**src/core/caps_pkg.sv**
```systemverilog
// constants for the auxiliary pin function selector
// assumes a 25 MHz aclk and a 32-bit AXI4-Lite register bus
package caps_pkg;
  // ****************************************
  // register map
  // ****************************************
  localparam logic [3:0] OFS_STORE = 4'h0;
  localparam logic [3:0] OFS_APPLY = 4'h4;
  localparam logic [3:0] OFS_STATUS = 4'h8;
  // ****************************************
  // field positions
  // ****************************************
  localparam int SEL_A_LSB = 0;
  localparam int SEL_B_LSB = 4;
  localparam int CHG_SLEEP_BIT = 8;
  localparam int ST_BUSPWR_BIT = 9;
  localparam int ST_SUSP_BIT = 10;
  localparam int ST_FRAME_BIT = 11;
  localparam int APPLY_BIT = 0;
  // ****************************************
  // functions and reset values
  // ****************************************
  typedef enum logic [3:0] {
    FN_HIZ = 4'b0000,
    FN_DRIVE_HI = 4'b0001,
    FN_DRIVE_LO = 4'b0010,
    FN_POWER_SW = 4'b0011,
    FN_SLEEP_N = 4'b0100,
    FN_CLK24 = 4'b0101,
    FN_CLK12 = 4'b0110,
    FN_CLK6 = 4'b0111,
    FN_CHARGER = 4'b1000,
    FN_CHARGER_N = 4'b1001,
    FN_WR_STROBE_N = 4'b1010,
    FN_RD_STROBE_N = 4'b1011,
    FN_BUS_SENSE = 4'b1100,
    FN_FRAME_TGL = 4'b1101,
    FN_STAY_AWAKE_N = 4'b1110
  } caps_fn_e;
  localparam caps_fn_e RST_SEL_A = FN_BUS_SENSE;
  localparam caps_fn_e RST_SEL_B = FN_STAY_AWAKE_N;
  localparam logic RST_CHG_SLEEP = 1'b0;
  // ****************************************
  // clock output rates in MHz and axi response codes
  // ****************************************
  localparam int CLK_OUT_HI_MHZ = 24;
  localparam int CLK_OUT_MID_MHZ = 12;
  localparam int CLK_OUT_LO_MHZ = 6;
  localparam logic [1:0] RESP_OKAY = 2'b00;
  localparam logic [1:0] RESP_SLVERR = 2'b10;
endpackage : caps_pkg

```
**src/core/caps_top.sv**
```systemverilog
// auxiliary pin function selector with its configuration store
// assumes device-side inputs on aclk and pins from outside
`timescale 1ns/1ps
module caps_top (
  // clock and reset
  input wire logic aclk,
  input wire logic aresetn,
  // axi4-lite write address and data
  input wire logic awvalid,
  output logic awready,
  input wire logic [31:0] awaddr,
  input wire logic [2:0] awprot,
  input wire logic wvalid,
  output logic wready,
  input wire logic [31:0] wdata,
  input wire logic [3:0] wstrb,
  // axi4-lite write response
  output logic bvalid,
  input wire logic bready,
  output logic [1:0] bresp,
  // axi4-lite read
  input wire logic arvalid,
  output logic arready,
  input wire logic [31:0] araddr,
  input wire logic [2:0] arprot,
  output logic rvalid,
  input wire logic rready,
  output logic [31:0] rdata,
  output logic [1:0] rresp,
  // usb engine state, same clock
  input wire logic usb_configured,
  input wire logic usb_suspend_req,
  input wire logic charger_port,
  input wire logic sof_pulse,
  input wire logic [2:0] clk_src,
  input wire logic pin_mode_write_strobe_n,
  input wire logic pin_mode_read_strobe_n,
  // usb engine results
  output logic bus_power_detect,
  output logic suspend_active,
  // aux pins, bit 0 is aux_pin_a, bit 1 is aux_pin_b
  input wire logic [1:0] aux_pin_in,
  output logic [1:0] aux_pin_out,
  output logic [1:0] aux_pin_oe,
  // fifo data port
  input wire logic [7:0] fifo_data_in,
  output logic [7:0] fifo_data_out,
  output logic [7:0] fifo_data_oe,
  input wire logic [7:0] fifo_tx_byte,
  input wire logic fifo_drive,
  output logic [7:0] fifo_rx_byte
);
  // ****************************************
  // configuration store and active selection
  // ****************************************
  logic [3:0] store_a_ff, store_b_ff, aw_ofs_ff, wstrb_ff;
  logic [3:0] sel_ff [2];
  logic store_chg_ff, chg_sleep_ff, load_ff, apply_req, frame_tgl_ff, susp_ff, buspwr_ff;
  logic aw_got_ff, w_got_ff, wr_fire, rd_hit;
  logic [1:0] pin_meta_ff, pin_sync_ff, nxt_out, nxt_oe;
  logic [7:0] data_meta_ff, data_sync_ff;
  logic [31:0] wdata_ff, rd_word;

  always_ff @(posedge aclk) begin
    if (!aresetn) begin
      store_a_ff <= caps_pkg::RST_SEL_A;
      store_b_ff <= caps_pkg::RST_SEL_B;
      store_chg_ff <= caps_pkg::RST_CHG_SLEEP;
    end else if (wr_fire && aw_ofs_ff == caps_pkg::OFS_STORE) begin
      if (wstrb_ff[0]) begin
        store_a_ff <= wdata_ff[caps_pkg::SEL_A_LSB +: 4];
        store_b_ff <= wdata_ff[caps_pkg::SEL_B_LSB +: 4];
      end
      if (wstrb_ff[1]) begin
        store_chg_ff <= wdata_ff[caps_pkg::CHG_SLEEP_BIT];
      end
    end
  end

  assign apply_req = wr_fire && aw_ofs_ff == caps_pkg::OFS_APPLY && wstrb_ff[0]
    && wdata_ff[caps_pkg::APPLY_BIT];

  // held in reset, loaded at release
  always_ff @(posedge aclk) begin
    if (!aresetn) begin
      load_ff <= 1'b1;
      sel_ff[0] <= caps_pkg::RST_SEL_A;
      sel_ff[1] <= caps_pkg::RST_SEL_B;
      chg_sleep_ff <= caps_pkg::RST_CHG_SLEEP;
    end else begin
      load_ff <= 1'b0;
      if (load_ff || apply_req) begin
        sel_ff[0] <= store_a_ff;
        sel_ff[1] <= store_b_ff;
        chg_sleep_ff <= store_chg_ff;
      end
    end
  end

  // ****************************************
  // pin input synchronisers
  // ****************************************
  always_ff @(posedge aclk) begin
    if (!aresetn) begin
      pin_meta_ff <= 2'h0;
      pin_sync_ff <= 2'h0;
      data_meta_ff <= 8'h00;
      data_sync_ff <= 8'h00;
    end else begin
      pin_meta_ff <= aux_pin_in;
      pin_sync_ff <= pin_meta_ff;
      data_meta_ff <= fifo_data_in;
      data_sync_ff <= data_meta_ff;
    end
  end

  // ****************************************
  // device state from the usb engine and the pins
  // ****************************************
  // frame toggle flips per frame
  always_ff @(posedge aclk) begin
    if (!aresetn) begin
      frame_tgl_ff <= 1'b0;
    end else if (sof_pulse) begin
      frame_tgl_ff <= ~frame_tgl_ff;
    end
  end

  // sense and stay awake inputs
  // with no sense pin, bus power is assumed present
  always_ff @(posedge aclk) begin
    if (!aresetn) begin
      susp_ff <= 1'b0;
      buspwr_ff <= 1'b0;
    end else begin
      susp_ff <= usb_suspend_req
        && !(sel_ff[0] == caps_pkg::FN_STAY_AWAKE_N && !pin_sync_ff[0])
        && !(sel_ff[1] == caps_pkg::FN_STAY_AWAKE_N && !pin_sync_ff[1]);
      if (sel_ff[0] == caps_pkg::FN_BUS_SENSE) begin
        buspwr_ff <= pin_sync_ff[0];
      end else if (sel_ff[1] == caps_pkg::FN_BUS_SENSE) begin
        buspwr_ff <= pin_sync_ff[1];
      end else begin
        buspwr_ff <= 1'b1;
      end
    end
  end

  assign suspend_active = susp_ff;
  assign bus_power_detect = buspwr_ff;

  // ****************************************
  // per pin function mux
  // ****************************************
  // outputs registered, so every function lags its source by one edge
  for (genvar k = 0; k < 2; k++) begin : g_pin
    always_comb begin
      nxt_out[k] = 1'b0;
      nxt_oe[k] = 1'b1;
      unique case (sel_ff[k])
        caps_pkg::FN_HIZ: nxt_oe[k] = 1'b0;
        caps_pkg::FN_DRIVE_HI: nxt_out[k] = 1'b1;
        caps_pkg::FN_DRIVE_LO: nxt_out[k] = 1'b0;
        caps_pkg::FN_POWER_SW: nxt_oe[k] = usb_configured && !susp_ff;
        caps_pkg::FN_SLEEP_N: nxt_out[k] = !susp_ff || (chg_sleep_ff && charger_port);
        caps_pkg::FN_CLK24: nxt_out[k] = clk_src[0] && !susp_ff;
        caps_pkg::FN_CLK12: nxt_out[k] = clk_src[1] && !susp_ff;
        caps_pkg::FN_CLK6: nxt_out[k] = clk_src[2] && !susp_ff;
        caps_pkg::FN_CHARGER: nxt_out[k] = charger_port;
        caps_pkg::FN_CHARGER_N: nxt_oe[k] = charger_port;
        caps_pkg::FN_WR_STROBE_N: nxt_out[k] = pin_mode_write_strobe_n;
        caps_pkg::FN_RD_STROBE_N: nxt_out[k] = pin_mode_read_strobe_n;
        caps_pkg::FN_FRAME_TGL: nxt_out[k] = frame_tgl_ff;
        caps_pkg::FN_BUS_SENSE, caps_pkg::FN_STAY_AWAKE_N: nxt_oe[k] = 1'b0;
        default: nxt_oe[k] = 1'b0;
      endcase
    end

    always_ff @(posedge aclk) begin
      if (!aresetn) begin
        aux_pin_out[k] <= 1'b0;
        aux_pin_oe[k] <= 1'b0;
      end else begin
        aux_pin_out[k] <= nxt_out[k];
        aux_pin_oe[k] <= nxt_oe[k];
      end
    end
  end

  // ****************************************
  // fifo data port
  // ****************************************
  // eight bit bidirectional data
  always_ff @(posedge aclk) begin
    if (!aresetn) begin
      fifo_data_out <= 8'h00;
      fifo_data_oe <= 8'h00;
      fifo_rx_byte <= 8'h00;
    end else begin
      fifo_data_out <= fifo_tx_byte;
      fifo_data_oe <= {8{fifo_drive}};
      fifo_rx_byte <= data_sync_ff;
    end
  end

  // ****************************************
  // axi4-lite slave
  // ****************************************
  assign wr_fire = aw_got_ff && w_got_ff && !bvalid;

  // address and data taken in either order
  always_ff @(posedge aclk) begin
    if (!aresetn) begin
      awready <= 1'b1;
      wready <= 1'b1;
      aw_got_ff <= 1'b0;
      w_got_ff <= 1'b0;
      aw_ofs_ff <= 4'h0;
      wdata_ff <= 32'h0000_0000;
      wstrb_ff <= 4'h0;
      bvalid <= 1'b0;
      bresp <= caps_pkg::RESP_OKAY;
    end else begin
      if (awvalid && awready) begin
        awready <= 1'b0;
        aw_got_ff <= 1'b1;
        aw_ofs_ff <= (awaddr[31:4] == 28'h000_0000) ? awaddr[3:0] : 4'hf;
      end
      if (wvalid && wready) begin
        wready <= 1'b0;
        w_got_ff <= 1'b1;
        wdata_ff <= wdata;
        wstrb_ff <= wstrb;
      end
      if (wr_fire) begin
        aw_got_ff <= 1'b0;
        w_got_ff <= 1'b0;
        bvalid <= 1'b1;
        bresp <= (aw_ofs_ff == caps_pkg::OFS_STORE || aw_ofs_ff == caps_pkg::OFS_APPLY)
          ? caps_pkg::RESP_OKAY : caps_pkg::RESP_SLVERR;
      end
      if (bvalid && bready) begin
        bvalid <= 1'b0;
        awready <= 1'b1;
        wready <= 1'b1;
      end
    end
  end

  always_comb begin
    rd_word = 32'h0000_0000;
    rd_hit = 1'b1;
    if (araddr[31:4] != 28'h000_0000) begin
      rd_hit = 1'b0;
    end else if (araddr[3:0] == caps_pkg::OFS_STORE) begin
      rd_word[caps_pkg::SEL_A_LSB +: 4] = store_a_ff;
      rd_word[caps_pkg::SEL_B_LSB +: 4] = store_b_ff;
      rd_word[caps_pkg::CHG_SLEEP_BIT] = store_chg_ff;
    end else if (araddr[3:0] == caps_pkg::OFS_STATUS) begin
      rd_word[caps_pkg::SEL_A_LSB +: 4] = sel_ff[0];
      rd_word[caps_pkg::SEL_B_LSB +: 4] = sel_ff[1];
      rd_word[caps_pkg::CHG_SLEEP_BIT] = chg_sleep_ff;
      rd_word[caps_pkg::ST_BUSPWR_BIT] = buspwr_ff;
      rd_word[caps_pkg::ST_SUSP_BIT] = susp_ff;
      rd_word[caps_pkg::ST_FRAME_BIT] = frame_tgl_ff;
    end else if (araddr[3:0] != caps_pkg::OFS_APPLY) begin
      rd_hit = 1'b0;
    end
  end

  always_ff @(posedge aclk) begin
    if (!aresetn) begin
      arready <= 1'b1;
      rvalid <= 1'b0;
      rdata <= 32'h0000_0000;
      rresp <= caps_pkg::RESP_OKAY;
    end else if (arvalid && arready) begin
      arready <= 1'b0;
      rvalid <= 1'b1;
      rdata <= rd_word;
      rresp <= rd_hit ? caps_pkg::RESP_OKAY : caps_pkg::RESP_SLVERR;
    end else if (rvalid && rready) begin
      rvalid <= 1'b0;
      arready <= 1'b1;
    end
  end
endmodule : caps_top

```
**config.mk**
```make
export PLATFORM = sky130hd
export DESIGN_NAME = caps_top
export DESIGN_NICKNAME = d
export VERILOG_FILES = /design/src/core/caps_pkg.sv /design/src/core/caps_top.sv
export SDC_FILE = /design/constraint.sdc
export NUM_CORES = 1
export LEC_CHECK = 0
export BUFFER_PORTS_ARGS = -buffer_cell sky130_fd_sc_hd__buf_2
export CORE_MARGIN = 2
export CORE_UTILIZATION = 43
export CTS_CLUSTER_SIZE = 30
export DETAILED_ROUTE_END_ITERATION = 10
export PLACE_DENSITY = 0.82
export SLEW_MARGIN = 20
export SYNTH_ARGS = -nofsm -noshare
export SYNTH_HDL_FRONTEND = slang
export SYNTH_SLANG_ARGS = --single-unit
export TNS_END_PERCENT = 100
```
**constraint.sdc**
```tcl
create_clock -name aclk -period 2.6 [get_ports aclk]
set_clock_uncertainty 0.2 [all_clocks]
set_input_delay 0.26 -clock aclk [delete_from_list [all_inputs] [get_ports aclk]]
set_output_delay 0.26 -clock aclk [all_outputs]
set_load 0.01 [all_outputs]
```
# Word level (Yosys, flattened, before mapping)
# Memories as Yosys holds them, arrays and structs flattened.
# Index checks and enable logic that the tools add are counted.
[word_totals]
register_bits = 93
mem_bits_rw = 8
input_bits = 141
out_inout_bits = 71
n_memories = 1
[op_classes]
n_eq_ne = 31
n_mux = 27
n_bitwise = 4
n_reduce_logical = 40
[mem_list]
columns = ["memory", "words", "word_bits", "read_ports", "rd_ports_with_merged_regs", "write_ports", "line", "rtl"]
rows = [
  ["sel_ff", 2, 4, 2, 0, 2, "caps_top.sv:57", "logic [3:0] sel_ff [2];"],
]
[op_table]
columns = ["op", "n"]
rows = [
  ["$eq 4x4->1 const B", 15],
  ["$eq 4x3->1 const B", 9],
  ["$logic_not 28->1", 1],
  ["$reduce_bool 28->1", 1],
  ["$mux 12", 2],
  ["$logic_and 1x1->1", 20],
  ["$reduce_or 10->1", 2],
  ["$pmux 1 s9", 2],
  ["$eq 4x2->1 const B", 4],
  ["$mux 1", 14],
  ["$mux 4", 3],
  ["$mux 9", 1],
  ["$eq 4x1->1 const B", 2],
  ["$logic_not 4->1", 2],
  ["$logic_not 1->1", 6],
  ["$pmux 1 s3", 2],
  ["$mux 2", 2],
  ["$ne 4x3->1 const B", 1],
  ["$reduce_and 2->1", 2],
  ["$reduce_or 2->1", 2],
  ["$logic_or 1x1->1", 3],
  ["$mux 3", 1],
  ["$not 1->1", 2],
  ["$or 1x1->1", 2],
  ["$reduce_bool 2->1", 1],
]

# Logic depth before layout (Yosys ltp)
# Gate-level depths: netlist of run 1.
[logic_depth]
depth_word = 10
depth_mapped = 5

# Least setup slack after synthesis of run 1
# Ideal clock, no wire load.
[synth_timing]
path_kind = "in2reg"
from = "in araddr[9]"
to = "reg rdata[2]"
arrival_time_ns = 1.549
slack_ns = 0.767
path_stages = 4
n_path_buf = 1
path_cell_list = "or4_1 > or4_4 > buf_6 > o31ai_2"
[synth_via]
elab_chain_len = 2
[synth_rtl]
columns = ["item", "line", "rtl"]
rows = [
  ["start: declaration", "caps_top.sv:24", "input wire logic [31:0] araddr,"],
  ["$reduce_bool 28->1", "caps_top.sv:253", "if (araddr[31:4] != 28'h000_0000) begin"],
  ["$mux 12", "caps_top.sv:253", ""],
  ["end signal: assignment", "caps_top.sv:280", "rdata <= rd_word;"],
  ["end: declaration", "caps_top.sv:28", "output logic [31:0] rdata,"],
]
# Every way passes these cells.
# A chain may end at the register's enable or synchronous reset.

# Worst setup path in the final report of run 1
[layout_timing]
from = "in aresetn"
to = "reg awready"
[layout_via]
elab_chain_len = 2
[layout_rtl]
columns = ["item", "line", "rtl"]
rows = [
  ["start: declaration", "caps_top.sv:7", "input wire logic aresetn,"],
  ["$not 1->1 (no line)", "n/a", ""],
  ["$reduce_or 2->1 (no line)", "n/a", ""],
  ["end signal: assignment", "caps_top.sv:214", "awready <= 1'b1;"],
  ["end signal: assignment", "caps_top.sv:225", "awready <= 1'b0;"],
  ["end signal: assignment", "caps_top.sv:244", "awready <= 1'b1;"],
  ["end: declaration", "caps_top.sv:10", "output logic awready,"],
]
# Every way passes these cells.

==> flow_summary.toml, run 1 <==
[timing]
drv_slew = 0
min_period_ns = 2.02
min_period_over_period = 0.775
fmax_mhz = 496
grt_setup_unrepaired = "false"
fin_tns_setup_ns = 0
worstMarginPinSlew_ns = 0.656
setup_viol = 0
finalHoldViolCount = 0
setup_slack_ns = 0.585
slew_headroom = 0.563

[worst_hold_path]
hold_path_depth = 3
min_path_type = "input port to flop"

[cts]
numCtsBuffers = 9
cts_tree = "built"
cts_resized = 0
clk_latency_ns = 0.35
clk_path_buf_depth = 2
htree_num_levels = 3
clkSinkCount = 99
clk_pin_slew_ns = 0.10
post_cts_buffers = 0
cts_root_buf = "clkbuf_8"

[synth]
syn_area_mm2 = 0.00396
ys_ff_latch = 99
synth.avg_cell_area_um2 = 9.58
synth.largest_area_cell = "dfxtp_1"
syn_inst = 413
async_reset_ff_frac = 0
synth_edf_count = 8
netlist_top_cells_area = "dfxtp_1 46%, and2_1 6.5%, edfxtp_1 6.1%, buf_4 5.5%, nand2_1 4.3%"
synth_cell_types = 48
ys_seq_area_frac = 0.521
netlist.area_leader.share = 0.460
ys_warn_count = 0
synth_ff_type = "dfxtp_1"

[worst_setup_path]
endpoint_kind = "flop"
cp.required_ns = 2.65
cp-start-kind = "input port"
arrival_ns = 2.06
cp_slowest_cell = "dlygate4sd3_1"
cp_slowest_stage_delay_ns = 0.57
path_cells = "buf_2 > clkinv_1 > buf_4 > a21oi_1 > o21ai_0 > dlygate4sd3_1"
critPathTopFamily = "buffers and inverters"
crit_buf_inv = 4
reg2reg_depth = 3
cp.depth = 6
cp_max_fo = 17
path_class = "input port to flop"

[detailed_routing]
detail-route-antenna-nets = 0
drt-initial-drc-count = 156
drc_errors = 0
avgRoutedWirePerCell_um = 13.8
drt-total-wl_mm = 9.89
vias = 3512
drt_first_pass_iters = 4
viasPerCell = 4.91

[die]
die_x_um = 99.9
ios = 212
die_y_um = 99.9
num_rows = 35
start_util = 0.437
core_area_mm2 = 0.00906
die_area_mm2 = 0.00999

[pwr]
vdd_drop_max_v = 0.000303
swShare = 0.254
netSwitchingPower_mw = 0.734
p_comb_frac = 0.117
intPower_mw = 2.15
powerDensity_mw_per_mm2 = 543
cellLeakagePower_nw = 2.40
pwr-share-seq = 0.564
clock_power_share = 0.320

[final_layout]
fin_nets = 741
areaGrowthSynthToFinish_pct = 34.3
final_common_cell = "buf_2"
drive_gt1_frac = 0.326
utilization = 0.586
diodes = 0
final_cell_mix = "158 x buf_2, 91 x dfxtp_1, 45 x nand2_1"

[grt]
grt_pass1_wl_mm = 15.4
overflow = 0
grt_pass1_vias = 3270
antenna_found_initial = 0
grt_max_degree = 78
grt_usage = 0.192

[placement]
pre_cts_slack_ns = 0.535
gp_congestion = 0.824
dpl.hpwl_mm = 7.10
port_buffers = 158

[flow_run]
max-cap-violations = 0

[run_status]
outcome = "complete, no violations"
==> cell type report <==
type,instances,area [um^2]
clock buffer,10,138
clock inverter,6,47.5
fill,790,3750
inverter,8,30.0
multi-input combinational,276,1640
sequential,99,2060
tap,111,139
timing repair buffer,206,1260
==> synthesized netlist by cell type (2+ instances only) <==
cell / count
buf_4: 29
clkbuf_1: 17
nand3b_1: 2
nor3_1: 4
dfxtp_1: 91
a211o_1: 2
a22oi_1: 9
o21ai_0: 13
or3_1: 7
nand4_1: 3
mux2i_1: 8
edfxtp_1: 8
o221a_2: 5
o31ai_2: 7
or4_1: 2
buf_1: 4
a21oi_1: 17
nand2b_1: 9
nor4b_1: 2
nor2_1: 13
nor3b_1: 2
nor4_1: 13
inv_1: 7
o31ai_1: 2
nand2_1: 45
nor2b_1: 5
a211oi_1: 4
nand3_1: 19
a31oi_1: 3
and2_1: 41
and3_1: 2
a221oi_1: 2
==> power by group through the flow <==
| stage | registers (mW) | clock network (mW) | logic [mW] |
|---|---|---|---|
| floorplan | 1.66 | 0 | 0.169 |
| global placement | 1.66 | 0 | 0.275 |
| detailed placement | 1.66 | 0 | 0.285 |
| CTS | 1.63 | 0.936 | 0.335 |
| global route | 1.63 | 1.00 | 0.370 |
| finish | 1.63 | 0.922 | 0.338 |
==> tightest hold or removal path: stages <==
cell	delay (ns)
buf_2	0.08
and2_1	0.15
o21ai_0	0.10
==> cell families after synthesis <==
| group | Yosys count | synth area share |
|---|---|---|
| DFF | 99 | 0.521 |
| other | 1 | 0.000948 |
| and+or+nand+nor | 174 | 0.238 |
| buffers and inverters | 59 | 0.0854 |
| AOI/OAI and AO/OA | 71 | 0.132 |
| muxes | 8 | 0.0202 |
| xor gates and xnor gates | 1 | 0.00221 |
==> sequential cells by signal (all words and copies together), names as in the netlist, 2 cells and up <==
name and cells:
wstrb_ff 2, data_meta_ff 8, store_b_ff 4, data_sync_ff 8
fifo_rx_byte 8, fifo_data_out 8, aux_pin_oe 2, sel_ff 8
aw_ofs_ff 4, pin_sync_ff 2, wdata_ff 9, store_a_ff 4
pin_meta_ff 2, rdata 12, aux_pin_out 2
==> metal layers <==
layer / GRT usage / share of wire / routed length (um)
met5: 0 / 0 / 0
met4: 0.0664 / 0.013 / 133
met3: 0.0460 / 0.044 / 438
met2: 0.334 / 0.52 / 5170
met1: 0.234 / 0.42 / 4150
==> worst paths after layout <==
path | from | endpoint | slack, ns
setup / recovery | aresetn | awready | 0.58
hold / removal | arvalid | arready | 0.09
setup reg to reg | bvalid | sel_ff[0][4] | 0.61
hold reg to reg | data_meta_ff[0] | data_sync_ff[0] | 0.24
==> per-stage QoR <==
| stage | hold WS, ns | instance area (um^2) | total power, mW | instances |
|---|---|---|---|---|
| 2_1_floorplan | 0.160 | 4040 | 1.83 | 434 |
| 3_3_place_gp | 0.215 | 4710 | 1.93 | 658 |
| 3_5_place_dp | 0.219 | 4710 | 1.95 | 658 |
| 4_1_cts | 0.0834 | 5320 | 2.90 | 716 |
| 5_1_grt | 0.0998 | 5320 | 3.00 | 716 |
| 6_report | 0.0896 | 5320 | 2.89 | 716 |
==> repair_timing <==
| action | 4_1_cts | 5_1_grt |
|---|---|---|
| hold endpoints to repair | 40 | 0 |
| hold buffers | 42 | 0 |
| endpoints found under the setup margin | 0 | 0 |
No activity file was read; power rests on OpenSTA's default activity.
==> run 2, diff against run 1 <==
--- a/config.mk
+++ b/config.mk
@@ -5,12 +5,13 @@
 export SDC_FILE = /design/constraint.sdc
 export NUM_CORES = 1
 export LEC_CHECK = 0
+export ABC_AREA = 1
 export BUFFER_PORTS_ARGS = -buffer_cell sky130_fd_sc_hd__buf_2
 export CORE_MARGIN = 2
-export CORE_UTILIZATION = 43
+export CORE_UTILIZATION = 41
 export CTS_CLUSTER_SIZE = 30
 export DETAILED_ROUTE_END_ITERATION = 10
-export PLACE_DENSITY = 0.82
+export PLACE_DENSITY = 0.81
 export SLEW_MARGIN = 20
 export SYNTH_ARGS = -nofsm -noshare
 export SYNTH_HDL_FRONTEND = slang
==> constraint.sdc (replaced) <==
create_clock -name aclk -period 1.79 [get_ports aclk]
set_clock_uncertainty 0.2 [all_clocks]
set_input_delay 0.179 -clock aclk [delete_from_list [all_inputs] [get_ports aclk]]
set_output_delay 0.179 -clock aclk [all_outputs]
set_load 0.01 [all_outputs]
==> run 2 against run 1 <==
Net effect: combinational power increased by 73%; clock power is 41% higher; hold slack worse by 0.088 ns; synthesized cell count up 31%; setup slack lost 0.48 ns; global-route usage decreased by 1.4 points; critical path depth increased by 1; first-iteration DRC count shrank 4.5%; sequential power is 47% higher; synthesized area increased by 4.1%; critical path type unchanged.
==> flow_summary.toml, run 2 <==
[worst_setup_path]
path_class = "input port to flop"
endpoint_kind = "flop"
cp.required_ns = 1.84
cp-start-kind = "input port"
cp_max_fo = 3
arrival_ns = 1.74

[timing]
grt_setup_unrepaired = "false"
setup_viol = 0
hold_slack_ns = 0.00176
drv_slew = 0
min_period_ns = 1.69
fmax_mhz = 593
fin_tns_setup_ns = 0
min_period_over_period = 0.942
finalHoldViolCount = 0

[final_layout]
largest_register_ffs = 12
final_cell_mix = "158 x buf_2, 109 x nand2_1, 91 x dfxtp_1"
areaGrowthSynthToFinish_pct = 35.0
regMostFlops = "rdata"
reg_top3 = "rdata x12, wdata_ff x9"
drive_gt1_frac = 0.278
fin_nets = 880
final_common_cell = "buf_2"
diodes = 0

[synth]
netlist_top_cells_area = "dfxtp_1 44%, nand2_1 10%, nor2_1 7.6%, inv_1 6.9%, edfxtp_1 5.8%"
synth.avg_cell_area_um2 = 7.63
syn_inst = 540
synth.largest_area_cell = "dfxtp_1"
ys_warn_count = 0
synth_cell_types = 33
ys_ff_latch = 99
async_reset_ff_frac = 0
ys_top_cells_by_count = "111 x nand2_1, 91 x dfxtp_1, 83 x nor2_1"
syn_area_mm2 = 0.00412
synth_ff_type = "dfxtp_1"
netlist.area_leader.share = 0.442
synth_edf_count = 8
ys_seq_area_frac = 0.500
yosys.cell_count.top_type = "nand2_1"

[placement]
port_buffers = 158
dpl.hpwl_mm = 6.89
gp_congestion = 0.885

[grt]
grt_max_degree = 35
grt_pass1_vias = 3694
grt_usage = 0.178
grt_pass1_wl_mm = 16.0
overflow = 0
antenna_found_initial = 0

[cts]
numCtsBuffers = 9
cts_root_buf = "clkbuf_8"
cts_tree = "built"
post_cts_buffers = 0
clk_pin_slew_ns = 0.10
clkSinkCount = 99
clk_path_buf_depth = 2
clk_latency_ns = 0.36
htree_num_levels = 3

[detailed_routing]
avgRoutedWirePerCell_um = 10.8
vias = 3834
drc_errors = 0
viasPerCell = 4.37
drt_first_pass_iters = 4
detail-route-antenna-nets = 0
drt-total-wl_mm = 9.50
drt-initial-drc-count = 149

[worst_hold_path]
min_path_type = "input port to flop"

[die]
die_y_um = 104
die_x_um = 104
die_area_mm2 = 0.0109
ios = 212
core_area_mm2 = 0.00977
start_util = 0.422
num_rows = 36

[pwr]
pwr-share-seq = 0.560
p_comb_frac = 0.137
netSwitchingPower_mw = 1.13
intPower_mw = 3.15
cellLeakagePower_nw = 2.92
clock_power_share = 0.303
powerDensity_mw_per_mm2 = 770
vdd_drop_max_v = 0.000446
swShare = 0.265

[run_status]
outcome = "complete, no violations"

[flow_run]
max-cap-violations = 0
==> run 2: logic make-up after synthesis <==
group                  after synthesis  share of synthesized area
AND/OR/NAND/NOR                    228                      0.227
buffers and inverters              124                      0.144
flip-flops                          99                      0.500
AO/OA/AOI/OAI                       87                      0.125
XOR/XNOR                             1                    0.00213
other                                1                   0.000910
==> run 2: power groups by stage <==
stage                     logic, mW  clock network [mW]  registers, mW
final                         0.585                1.30           2.40
after global routing          0.661                1.40           2.41
after CTS                     0.582                1.33           2.40
after detailed placement      0.495                   0           2.45
after global placement        0.485                   0           2.44
after floorplan               0.305                   0           2.46
==> run 2: cell type report <==
type / count / area (um^2)
clock buffer: 10 / 128
clock inverter: 6 / 46.3
fill: 909 / 4210
inverter: 81 / 304
multi-input combinational: 338 / 1560
sequential: 99 / 2060
tap: 133 / 166
timing repair buffer: 210 / 1300
==> run 2: worst max-delay path: stages <==
cell	delay, ns
dlygate4sd3_1	0.53
buf_2	0.12
nor2_2	0.12
dlygate4sd3_1	0.56
o21ai_0	0.07
nor2_1	0.09
a21oi_1	0.07
==> run 2: path summary, 6_finish.rpt <==
check / cells past startpoint / from / slack (ns) / end
max: 7 / araddr[0] / 0.10 / rresp[1]
min: 4 / wvalid / 0.002 / wready
max reg2reg: 6 / aw_got_ff / 0.13 / sel_ff[0][7]
min reg2reg: 2 / pin_meta_ff[0] / 0.22 / pin_sync_ff[0]
==> run 2: what timing repair did <==
action,CTS,global route
hold buffers,47,0
endpoints found under the hold margin,44,0
resized for setup,0,5
setup endpoints to repair,0,5
==> run 2: through the flow <==
step                      power, mW  cell area [um^2]  setup WS, ns  cells   util
after floorplan                2.76              4200         0.263    561      -
final                          4.28              5560         0.103    877  0.569
after CTS                      4.31              5550        0.0702    877  0.568
after global routing           4.47              5560        0.0152    877  0.569
after global placement         2.93              4910         0.184    814  0.502
after detailed placement       2.94              4910         0.162    814  0.502
==> run 2: metal layers <==
layer	track usage	up-vias	wire, um
li1	-	2030	-
met1	0.207	1675	4140
met2	0.324	115	4690
met3	0.0282	14	506
met4	0.0734	0	172
met5	0	-	0
==> run 3, diff against run 2 <==
--- a/config.mk
+++ b/config.mk
@@ -11,6 +11,7 @@
 export CORE_UTILIZATION = 41
 export CTS_CLUSTER_SIZE = 30
 export DETAILED_ROUTE_END_ITERATION = 10
+export GPL_TIMING_DRIVEN = 0
 export PLACE_DENSITY = 0.81
 export SLEW_MARGIN = 20
 export SYNTH_ARGS = -nofsm -noshare
==> run 3 against run 2 <==
Net effect: count of clock-buffer cells in the layout unchanged; setup slack worse by 0.044 ns; power up 3.4%; hold slack better by 0.016 ns; critical endpoint unchanged; global-route usage up 1.1 points; non-clock buffer count up 37; first-iteration DRC count up 5.4%; wire length up 7.1%; cell area up 4.7%; fmax down 2.5%; cell count up 4.2%.
==> flow_summary.toml, run 3 (synthesis gave the netlist of run 2 again) <==
[die]
start_util = 0.422
ios = 212
die_x_um = 104
die_area_mm2 = 0.0109
core_area_mm2 = 0.00977
num_rows = 36
die_y_um = 104

[timing]
slew_headroom = 0.649
fin_tns_setup_ns = 0
drv_slew = 0
fmax_mhz = 578
grt_setup_unrepaired = "false"
min_period_ns = 1.73
min_period_over_period = 0.967
hold_slack_ns = 0.0180
finalHoldViolCount = 0
setup_viol = 0
worstMarginPinSlew_ns = 0.526

[detailed_routing]
viasPerCell = 4.39
avgRoutedWirePerCell_um = 11.1
drt-total-wl_mm = 10.2
drc_errors = 0
drt_first_pass_iters = 4
detail-route-antenna-nets = 0
vias = 4012
drt-initial-drc-count = 157

[worst_setup_path]
path_class = "input port to flop"
crit_buf_inv = 3
arrival_ns = 1.80
cp-start-kind = "input port"
cp_common_cell = "dlygate4sd3_1"
path_cells = "dlygate4sd3_1 > buf_2 > nor2_2 > dlygate4sd3_1 > o21ai_0 > nor2_1 > a21oi_1"
cp_max_fo = 3
cp.required_ns = 1.86
startpoint = "araddr[0]"
cp_slowest_cell = "dlygate4sd3_1"
critPathTopFamily = "buffers and inverters"
endpoint_kind = "flop"
worstReg2RegStart = "awready"
cp_slowest_stage_delay_ns = 0.56

[cts]
clk_latency_ns = 0.37
clk_path_buf_depth = 2
cts_tree = "built"
htree_num_levels = 3
numCtsBuffers = 9
clk_pin_slew_ns = 0.10
cts_root_buf = "clkbuf_8"
post_cts_buffers = 0
clkSinkCount = 99

[final_layout]
final_cell_mix = "163 x buf_2, 109 x nand2_1, 91 x dfxtp_1"
diodes = 0
fillers = 865
reg_top3 = "rdata x12, wdata_ff x9"
areaGrowthSynthToFinish_pct = 41.3
postLayoutCellArea_mm2 = 0.00582
final_common_cell = "buf_2"
fin_nets = 917
drive_gt1_frac = 0.306
largest_register_ffs = 12
regMostFlops = "rdata"

[placement]
port_buffers = 158
dpl.hpwl_mm = 7.35
place_area_mm2 = 0.00516
gp_congestion = 0.905

[worst_hold_path]
min_path_type = "input port to flop"
min_from = "charger_port"

[grt]
grt_pass1_wl_mm = 16.7
grt_usage = 0.189
overflow = 0
antenna_found_initial = 0
grt_pass1_vias = 3865
grt_max_degree = 19

[pwr]
powerDensity_mw_per_mm2 = 760
cellLeakagePower_nw = 3.09
power_mw = 4.42
vdd_drop_max_v = 0.000376

[run_status]
outcome = "complete, no violations"

[flow_run]
max-cap-violations = 0
[run 3: repair_timing]
item / in CTS / in global routing
hold buffers: 45 / 1
setup endpoints to repair: 0 / 12
gates resized for setup: 0 / 4
endpoints found under the hold margin: 42 / 1
[run 3: final timing paths]
kind / endpoint / slack (ns) / depth (start not counted)
worst max-delay path: rresp[1] / 0.06 / 7
worst min-delay path: aux_pin_oe[0] / 0.02 / 3
worst max register to register: aw_ofs_ff[0] / 0.14 / 5
worst min register to register: data_sync_ff[6] / 0.21 / 2
[run 3: power by group]
part / total, mW / switching, mW / internal, mW / leakage [nW]
Sequential: 2.40 / 0.0593 / 2.34 / 0.820
Clock: 1.38 / 0.809 / 0.570 / 0.0958
Combinational: 0.647 / 0.320 / 0.328 / 2.18
Total: 4.42 / 1.19 / 3.24 / 3.09
[run 3: routing by layer]
metal,track usage,up-vias,share of wire
li1,-,2104,-
met3,0.0401,16,0.060
met1,0.210,1763,0.43
met4,0.0743,0,0.016
met5,0,-,0
met2,0.350,129,0.50
[run 3: area by class of cell]
class | instances | area (um^2) | share of cell area
multi-input cells | 338 | 1560 | 0.268
inverters | 81 | 304 | 0.0522
plain buffers | 43 | 288 | 0.0494
repair buffers | 204 | 1250 | 0.215
clock buffers | 10 | 138 | 0.0236
flip-flops and latches | 99 | 2060 | 0.354
clock inverters | 6 | 53.8 | 0.00924
well taps | 133 | 166 | 0.0286
[run 3: worst min-delay path, cell delays in order]
cell and delay [ns]:
buf_2 0.14, o21ai_0 0.10, a41oi_1 0.13
[run 3: metrics by stage]
step / utilization / worst slack [ns] / std cells
after floorplan: - / 0.263 / 561
after global placement: 0.528 / 0.184 / 852
after detailed placement: 0.528 / 0.157 / 852
after CTS: 0.593 / 0.105 / 913
after global routing: 0.596 / 0.0110 / 914
final: 0.596 / 0.0599 / 914
